### src/vbf_consts.vh
// constants for the data-line packet receiver: register map, fields, packet layout
// assumes bytes arrive already assembled, first received bit in bit 0
//
// How it works
// fields in order, least significant bit first
// header through sequence byte Hamming protected
// byte 4 channel, byte 5 all ones
// format byte 6, bit1 one, bit2 zero
// classify format nibble, reject reserved code
// format bits 4,3 are service subselector
// byte 7 four-bit application identifier
// sender increments index modulo sixteen
// repeats keep the same index
// index gap means lost packets
// bytes 9 to 43 plain payload
// bytes 44, 45 carry suffix checks
// two-check single-symbol Reed-Solomon per packet
// 490-byte bundle over 16-packet block
// block is 16 rows by 37 columns
// sequence index equals row in block
// rows 14, 15 vertical column protection
// every row carries horizontal suffix bytes
// multiply by 0x02 with polynomial 0x11D
// X plain xor, Y weighted sum
// first suffix (X^Y)/3, second first^X
// X equals Y gives zero first suffix
// customary Hamming 8/4 code table
// accept only matching configured service
`ifndef VBF_CONSTS_VH
`define VBF_CONSTS_VH

// register byte addresses
`define VBF_REG_CTRL       4'h0
`define VBF_REG_STATUS     4'h4
`define VBF_REG_GOOD_CNT   4'h8
`define VBF_REG_LOSS_CNT   4'hC

// control field positions
`define VBF_CTRL_EN        0
`define VBF_CTRL_CHAN_LO   4
`define VBF_CTRL_APP_LO    8
`define VBF_CTRL_SUB_LO    12
`define VBF_CTRL_RESET     32'h0000_0000

// status field positions
`define VBF_ST_IDX_LO      0
`define VBF_ST_GAP         4
`define VBF_ST_HAM_ERR     5
`define VBF_ST_FEC_ERR     6
`define VBF_ST_RSVD_FMT    7
`define VBF_ST_OTHER_FMT   8

// packet layout (byte numbers on the line)
`define VBF_POS_CHAN       6'd4
`define VBF_POS_DESIG      6'd5
`define VBF_POS_FMT        6'd6
`define VBF_POS_APP        6'd7
`define VBF_POS_IDX        6'd8
`define VBF_POS_DATA0      6'd9
`define VBF_POS_DATAN      6'd43
`define VBF_POS_SUF1       6'd45
`define VBF_DESIG_CODE     4'hF
`define VBF_LAST_DATA_ROW  4'hD
`define VBF_GF_POLY        8'h1D

`endif

### src/vbf_rx.v
// receive parser for the protected independent-data-line packet format
// assumes a slicer delivers bytes 4..45 of each line, one byte per valid cycle
`timescale 1ns/100ps
`include "vbf_consts.vh"

module vbf_rx (
  input  wire        clk,
  input  wire        rstn,
  // avalon-mm slave
  input  wire [3:0]  avs_address,
  input  wire        avs_read,
  input  wire        avs_write,
  input  wire [31:0] avs_writedata,
  output reg  [31:0] avs_readdata,
  output wire        avs_waitrequest,
  // slicer side
  input  wire        rx_sop,
  input  wire        rx_valid,
  input  wire [7:0]  rx_byte,
  // application sink side
  output reg         sink_valid,
  output reg  [7:0]  sink_data,
  output reg  [3:0]  sink_row,
  output reg  [5:0]  sink_col,
  output reg         pkt_done,
  output reg         pkt_good,
  output reg         pkt_fec_fail
);

  // ==========================================================
  // hamming 8/4 decode
  // ==========================================================
  // customary table: p1 d1 p2 d2 p3 d3 p4 d4 from bit 0 upward, odd parity
  function [4:0] ham_dec;
    input [7:0] b;
    reg a_ok;
    reg b_ok;
    reg c_ok;
    reg d_ok;
    reg [3:0] d;
    begin
      a_ok = b[0] ^ b[1] ^ b[5] ^ b[7];
      b_ok = b[1] ^ b[2] ^ b[3] ^ b[7];
      c_ok = b[1] ^ b[3] ^ b[4] ^ b[5];
      d_ok = ^b;
      d = {b[7], b[5], b[3], b[1]};
      if (!d_ok) begin
        // single error: flip the data bit named by the failed checks
        if (!a_ok && !b_ok && !c_ok)
          d[0] = ~d[0];
        else if (a_ok && !b_ok && !c_ok)
          d[1] = ~d[1];
        else if (!a_ok && b_ok && !c_ok)
          d[2] = ~d[2];
        else if (!a_ok && !b_ok && c_ok)
          d[3] = ~d[3];
        ham_dec = {1'b0, d};
      end else begin
        // parity fine but a check fails: double error, not correctable
        ham_dec = {~(a_ok & b_ok & c_ok), d};
      end
    end
  endfunction

  // multiply by the primitive element: one feedback shift
  function [7:0] gf_mul2;
    input [7:0] v;
    begin
      gf_mul2 = {v[6:0], 1'b0} ^ (v[7] ? `VBF_GF_POLY : 8'h00);
    end
  endfunction

  // ==========================================================
  // register file
  // ==========================================================
  reg  [31:0] ctrl_r;
  reg  [8:4]  sticky_r;
  reg  [3:0]  last_idx_r;
  reg         idx_seen_r;
  reg  [15:0] good_cnt_r;
  reg  [15:0] loss_cnt_r;
  reg         ack_r;

  wire        req     = avs_read | avs_write;
  wire        wr_take = avs_write & ack_r;
  // one wait state on every access so read data comes from a flop
  assign avs_waitrequest = req & ~ack_r;

  wire        cfg_en  = ctrl_r[`VBF_CTRL_EN];
  wire [3:0]  cfg_ch  = ctrl_r[`VBF_CTRL_CHAN_LO +: 4];
  wire [3:0]  cfg_app = ctrl_r[`VBF_CTRL_APP_LO +: 4];
  wire [1:0]  cfg_sub = ctrl_r[`VBF_CTRL_SUB_LO +: 2];

  // ==========================================================
  // packet walker
  // ==========================================================
  localparam [3:0] ST_IDLE = 4'b0001;
  localparam [3:0] ST_HDR  = 4'b0010;
  localparam [3:0] ST_BODY = 4'b0100;
  localparam [3:0] ST_DROP = 4'b1000;

  reg  [3:0]  state_r;
  reg  [5:0]  pos_r;
  reg         match_r;
  reg         ham_bad_r;
  reg  [7:0]  x_r;
  reg  [7:0]  y_r;
  reg  [3:0]  row_r;

  // a start always restarts the walk, whatever state we are in
  wire [5:0]  pos_cur = rx_sop ? `VBF_POS_CHAN : pos_r;
  wire [4:0]  hd      = ham_dec(rx_byte);
  wire [7:0]  x_nxt   = x_r ^ rx_byte;
  // horner form gives byte i the weight a^(36-i) over 37 bytes
  wire [7:0]  y_nxt   = gf_mul2(y_r) ^ rx_byte;
  wire        in_pkt  = rx_valid & (rx_sop | ~state_r[0]);
  wire [3:0]  idx_inc = last_idx_r + 4'h1;

  // header byte checks
  wire        fmt_other = hd[0] == 1'b0;
  wire        fmt_rsvd  = hd[0] & hd[1];
  wire        fmt_mine  = hd[0] & ~hd[1];
  reg         hdr_ok;

  always @* begin
    hdr_ok = ~hd[4];
    case (pos_cur)
      `VBF_POS_CHAN:  hdr_ok = hdr_ok & (hd[3:0] == cfg_ch);
      `VBF_POS_DESIG: hdr_ok = hdr_ok & (hd[3:0] == `VBF_DESIG_CODE);
      `VBF_POS_FMT:   hdr_ok = hdr_ok & fmt_mine & (hd[3:2] == cfg_sub);
      `VBF_POS_APP:   hdr_ok = hdr_ok & (hd[3:0] == cfg_app);
      default:        hdr_ok = hdr_ok;
    endcase
  end

  wire        last_hdr  = pos_cur == `VBF_POS_IDX;
  wire        body_byte = state_r[2] & rx_valid & ~rx_sop;
  wire        pkt_end   = body_byte & (pos_r == `VBF_POS_SUF1);
  wire        fec_ok    = (x_nxt == 8'h00) & (y_nxt == 8'h00);
  // index step check: repeat keeps it, one step advances, else loss
  wire        idx_rep   = idx_seen_r & (row_r == last_idx_r);
  wire        idx_gap   = idx_seen_r & (row_r != last_idx_r) & (row_r != idx_inc);
  wire        good_ev   = pkt_end & fec_ok & ~idx_rep;
  wire        gap_ev    = pkt_end & fec_ok & idx_gap;
  // a start cuts any frame in progress, so its header still gets flagged
  wire        hdr_phase = in_pkt & (rx_sop | state_r[1]);
  wire        ham_ev    = hdr_phase & (pos_cur <= `VBF_POS_IDX) & hd[4];
  wire        rsvd_ev   = hdr_phase & (pos_cur == `VBF_POS_FMT) & fmt_rsvd;
  wire        other_ev  = hdr_phase & (pos_cur == `VBF_POS_FMT) & fmt_other & ~hd[4];

  always @(posedge clk) begin
    if (!rstn) begin
      state_r <= ST_IDLE;
      pos_r <= 6'd0;
      match_r <= 1'b0;
      ham_bad_r <= 1'b0;
      x_r <= 8'h00;
      y_r <= 8'h00;
      row_r <= 4'h0;
    end else begin
      case (state_r)
        ST_IDLE, ST_HDR, ST_BODY, ST_DROP: begin
          if (in_pkt) begin
            pos_r <= pos_cur + 6'd1;
            if (rx_sop || state_r[1]) begin
              // header bytes 4..8 are all hamming coded
              if (!cfg_en || !hdr_ok) begin
                state_r <= ST_DROP;
              end else if (last_hdr) begin
                row_r <= hd[3:0];
                x_r <= 8'h00;
                y_r <= 8'h00;
                state_r <= ST_BODY;
              end else begin
                state_r <= ST_HDR;
              end
            end else if (state_r[2]) begin
              // payload and suffix are plain bytes, all feed the syndrome
              x_r <= x_nxt;
              y_r <= y_nxt;
              if (pos_r == `VBF_POS_SUF1)
                state_r <= ST_IDLE;
            end else if (state_r[3] && pos_r == `VBF_POS_SUF1) begin
              state_r <= ST_IDLE;
            end
          end
        end
        default: state_r <= ST_IDLE;
      endcase
      match_r <= 1'b0;
      ham_bad_r <= 1'b0;
    end
  end

  // ==========================================================
  // sink outputs
  // ==========================================================
  always @(posedge clk) begin
    if (!rstn) begin
      sink_valid <= 1'b0;
      sink_data <= 8'h00;
      sink_row <= 4'h0;
      sink_col <= 6'd0;
      pkt_done <= 1'b0;
      pkt_good <= 1'b0;
      pkt_fec_fail <= 1'b0;
    end else begin
      // rows 14 and 15 hold column protection, not bundle data
      sink_valid <= body_byte & (pos_r <= `VBF_POS_DATAN) & (row_r <= `VBF_LAST_DATA_ROW);
      sink_data <= rx_byte;
      sink_row <= row_r;
      sink_col <= pos_r - `VBF_POS_DATA0;
      pkt_done <= pkt_end;
      pkt_good <= good_ev;
      // every row, protection rows too, carries its own suffix pair
      pkt_fec_fail <= pkt_end & ~fec_ok;
    end
  end

  // ==========================================================
  // status, counters and bus
  // ==========================================================
  wire [8:4] set_vec  = {other_ev, rsvd_ev, pkt_end & ~fec_ok, ham_ev, gap_ev};
  wire [8:4] clr_vec  = (wr_take && avs_address == `VBF_REG_STATUS) ?
                        avs_writedata[8:4] : 5'b00000;

  always @(posedge clk) begin
    if (!rstn) begin
      ctrl_r <= `VBF_CTRL_RESET;
      sticky_r <= 5'b00000;
      last_idx_r <= 4'h0;
      idx_seen_r <= 1'b0;
      good_cnt_r <= 16'h0000;
      loss_cnt_r <= 16'h0000;
      ack_r <= 1'b0;
      avs_readdata <= 32'h0000_0000;
    end else begin
      ack_r <= req & ~ack_r;
      if (wr_take && avs_address == `VBF_REG_CTRL)
        ctrl_r <= avs_writedata;
      // a fresh event beats a write-one clear in the same cycle
      sticky_r <= (sticky_r & ~clr_vec) | set_vec;
      if (pkt_end && fec_ok) begin
        last_idx_r <= row_r;
        idx_seen_r <= 1'b1;
      end
      if (good_ev)
        good_cnt_r <= good_cnt_r + 16'h0001;
      if (gap_ev)
        loss_cnt_r <= loss_cnt_r + 16'h0001;
      if (wr_take && avs_address == `VBF_REG_GOOD_CNT)
        good_cnt_r <= 16'h0000;
      if (wr_take && avs_address == `VBF_REG_LOSS_CNT)
        loss_cnt_r <= 16'h0000;
      if (avs_read && !ack_r) begin
        case (avs_address)
          `VBF_REG_CTRL:     avs_readdata <= ctrl_r;
          `VBF_REG_STATUS:   avs_readdata <= {23'h000000, sticky_r, last_idx_r};
          `VBF_REG_GOOD_CNT: avs_readdata <= {16'h0000, good_cnt_r};
          `VBF_REG_LOSS_CNT: avs_readdata <= {16'h0000, loss_cnt_r};
          default:           avs_readdata <= 32'h0000_0000;
        endcase
      end
    end
  end

endmodule

### config.mk
export PLATFORM = sky130hd
export DESIGN_NAME = vbf_rx
export DESIGN_NICKNAME = d
export VERILOG_FILES = /design/src/vbf_rx.v
export VERILOG_INCLUDE_DIRS = /design/src
export SDC_FILE = /design/constraint.sdc
export NUM_CORES = 1
export LEC_CHECK = 0
export BUFFER_PORTS_ARGS = -buffer_cell sky130_fd_sc_hd__buf_2
export CORE_MARGIN = 10
export CORE_UTILIZATION = 25
export CTS_BUF_LIST = sky130_fd_sc_hd__clkbuf_4 sky130_fd_sc_hd__clkbuf_8 sky130_fd_sc_hd__clkbuf_16
export DETAILED_ROUTE_END_ITERATION = 8
export GPL_TIMING_DRIVEN = 0
export PLACE_DENSITY = 0.52
export SLEW_MARGIN = 40
export SYNTH_ARGS = -nofsm -noshare
export SYNTH_HDL_FRONTEND = slang
export SYNTH_SLANG_ARGS = --single-unit
### constraint.sdc
create_clock -name clk -period 4.53 [get_ports clk]
set_input_delay 0.906 -clock clk [delete_from_list [all_inputs] [get_ports clk]]
set_output_delay 0.906 -clock clk [all_outputs]
set_load 0.02 [all_outputs]
==> run summary <==
Top cells by area, synth: dfxtp_1 43%, a21oi_1 8.0%, nand2_1 6.4%, nor2_1 4.6%, nand3_1 4.1%
Leading register cell type out of synthesis: dfxtp_1
Critical path class: input port to register
Setup TNS: 0 ns
Port Buffer Count: 96
WL per Instance: 16.1 um
Die width: 192 um
Asr flop ratio synth: 0%
Final Core Density: 31.1%
Critical Path Start Type: input port
Share of the synthesized area in the top cell type: 43.2%
Via count: 6580
Most frequent cell after synthesis: dfxtp_1
Post-CTS resize count: 0
Placed instance area: 8350 um2
Clock Root Buffer: clkbuf_16
WP data arrival: 3.59 ns
Post-CTS setup buffers: 0
Slowest-stage cell, CP: clkinv_1
Share of cells above drive strength 1: 15.7%
Vias in the first global route: 6363
Largest net degree at the start of global routing: 17
Syn Inst Count: 901
WP data required: 4.82 ns
Die ar.: 36800 um2
Crit path largest cell delay: 0.36 ns
CP cell instances: clkbuf_1 > clkinv_1 > nand2_1 > ha_1 > nand2_1 > nor3_1 > nand3_1 > nor3_1 > o21ai_1 > buf_2 > o21ai_0 > a21oi_1
Net Count, Synth: 960
FILL cells: 3139
Synth Warn #: 0
Min Tclk post-route: 3.30 ns
Worst setup EP type: register
GRT met1 Usage: 17.4%
Core outline area: 28900 um2
Fmax: 303 MHz
Slew HR: 43.0%
Mapped cell area: 7370 um2
Hold Violations, Final: 0
ANT nets after route: 0
Total grt overflow: 0
Clock transition at the registers of the reported paths: 0.06 ns
Number of flops mapped to enable cells by yosys: 0
First-pass GRT wire length: 36100 um
CP bufs+invs: 3
Hold buffers post-CTS: 0
Leak pwr: 0.00326 uW
Initial Util: 25.5%
CTS tree: done
Die Y: 192 um
Library cells used by synthesis: 66
Post-DP HPWL: 17200 um
Status: completed
Area Overhead vs Synth: 21.9%
Average vias per placed instance: 4.64
GRT busiest layer: met2
Router iterations before antenna repair: 6
1st-iter DRT viols: 355
Clk sinks: 159
Global-route met3 utilization: 3.66%
Max Slew Vio Count: 0
Gpl congestion: 0.809
RSZ-0062 raised after global routing: false
WL final: 22800 um
Avg Inst Size Synth: 8.18 um2
# setup viols final: 0
Worst Max-Slew Pin Slew: 0.855 ns
DRC: 0
Max Cap Violations: 0
Total clock buffers created by CTS: 17
Worst VDD drop: 0.217 mV
WHS: 0.450 ns
Met2 layer usage reported by global route: 18.0%
Row count: 62
Initial antenna violation count: 4
Clock latency on the worst-skew pair: 0.43 ns
H-tree lvl count: 4
Clock Tree Buf Depth: 2
Sequential area share after synthesis: 43.2%
GRT Overall Usage: 12.4%
Post-route cell area: 8990 um2
Largest area contributor in the netlist: dfxtp_1
Final period utilization: 72.9%
Crit-path max FO: 10
Worst Clk Skew: 0.00915 ns
Pwr dens: 363 nW/um2
Worst Hold Class: register to register
Ports: 105
Nets@finish: 1076
Cell family with most CP delay: buffers and inverters
Synthesized flop and latch total: 159
Top cell types by occurrence after synthesis: 159 x dfxtp_1, 125 x nand2_1, 118 x a21oi_1
==> cell families after synthesis <==
logic type                 Yosys count  share of synthesized area (%)
buffers and inverters               76                           4.36
xor gates and xnor gates            74                           9.81
AOI/OAI and AO/OA                  210                           16.9
DFF                                159                           43.2
and+or+nand+nor                    370                           23.9
adders and majority gates            9                           1.53
muxes                                3                          0.407
==> per-layer routing <==
| metal | share of wire, % | up-vias |
|---|---|---|
| met5 | 0.14 | - |
| met4 | 1.0 | 4 |
| met3 | 6.1 | 18 |
| met2 | 42 | 118 |
| met1 | 50 | 3106 |
| li1 | - | 3334 |
==> sequential cells by signal (all words and copies together) (netlist names), 4 cells and up <==
signal / count
avs_readdata: 32
ctrl_r: 32
good_cnt_r: 16
last_idx_r: 4
loss_cnt_r: 16
pos_r: 6
row_r: 4
sink_col: 6
sink_data: 8
sink_row: 4
state_r: 4
sticky_r: 5
x_r: 8
y_r: 8
==> through the flow <==
| step | power [uW] | setup slack [ns] | cells |
|---|---|---|---|
| after floorplan | 1640 | 1.51 | 901 |
| after global placement | 1730 | 0.757 | 1381 |
| after detailed placement | 1730 | 0.825 | 1382 |
| after CTS | 3290 | 1.28 | 1413 |
| after global routing | 3390 | 0.920 | 1413 |
| final | 3260 | 1.23 | 1417 |
==> worst min-delay path, cell delays in order, from the launching register on <==
cell and delay (ns):
dfxtp_1 0.31, nand2_1 0.05, a21oi_1 0.05
==> area by class of cell <==
type | instances | area (um2) | share of cell area (%)
flip-flops and latches | 159 | 3180 | 35.4
well taps | 384 | 480 | 5.35
repair buffers | 97 | 485 | 5.40
multi-input cells | 666 | 3880 | 43.2
inverters | 20 | 75.1 | 0.835
clock buffers | 18 | 433 | 4.82
clock inverters | 13 | 189 | 2.10
plain buffers | 56 | 246 | 2.74
diodes | 4 | 10.0 | 0.111
==> worst paths after layout <==
path,from,endpoint,slack (ns),cells past startpoint
worst min register to register,avs_readdata[18],avs_readdata[18],0.45,2
worst max-delay path,rx_sop,x_r[5],1.23,12
worst min-delay path,avs_readdata[18],avs_readdata[18],0.45,2
worst max register to register,y_r[7],loss_cnt_r[15],1.64,10
==> power by group <==
part / switching [uW] / internal, uW
logic: 186 / 93.5
clock network: 634 / 929
registers: 7.12 / 1410
==> cell usage in the layout (no fill, tap or decap), types with 18 or more instances in the layout <==
cell / n
inv_1: 18
dfxtp_1: 159
xnor2_1: 34
nand2_1: 125
clkbuf_1: 43
a21oi_1: 118
xor2_1: 33
buf_2: 102
o21ai_0: 27
nor2_1: 89
a22oi_1: 25
nand3_1: 60
Power figures use the tool's default switching activity.
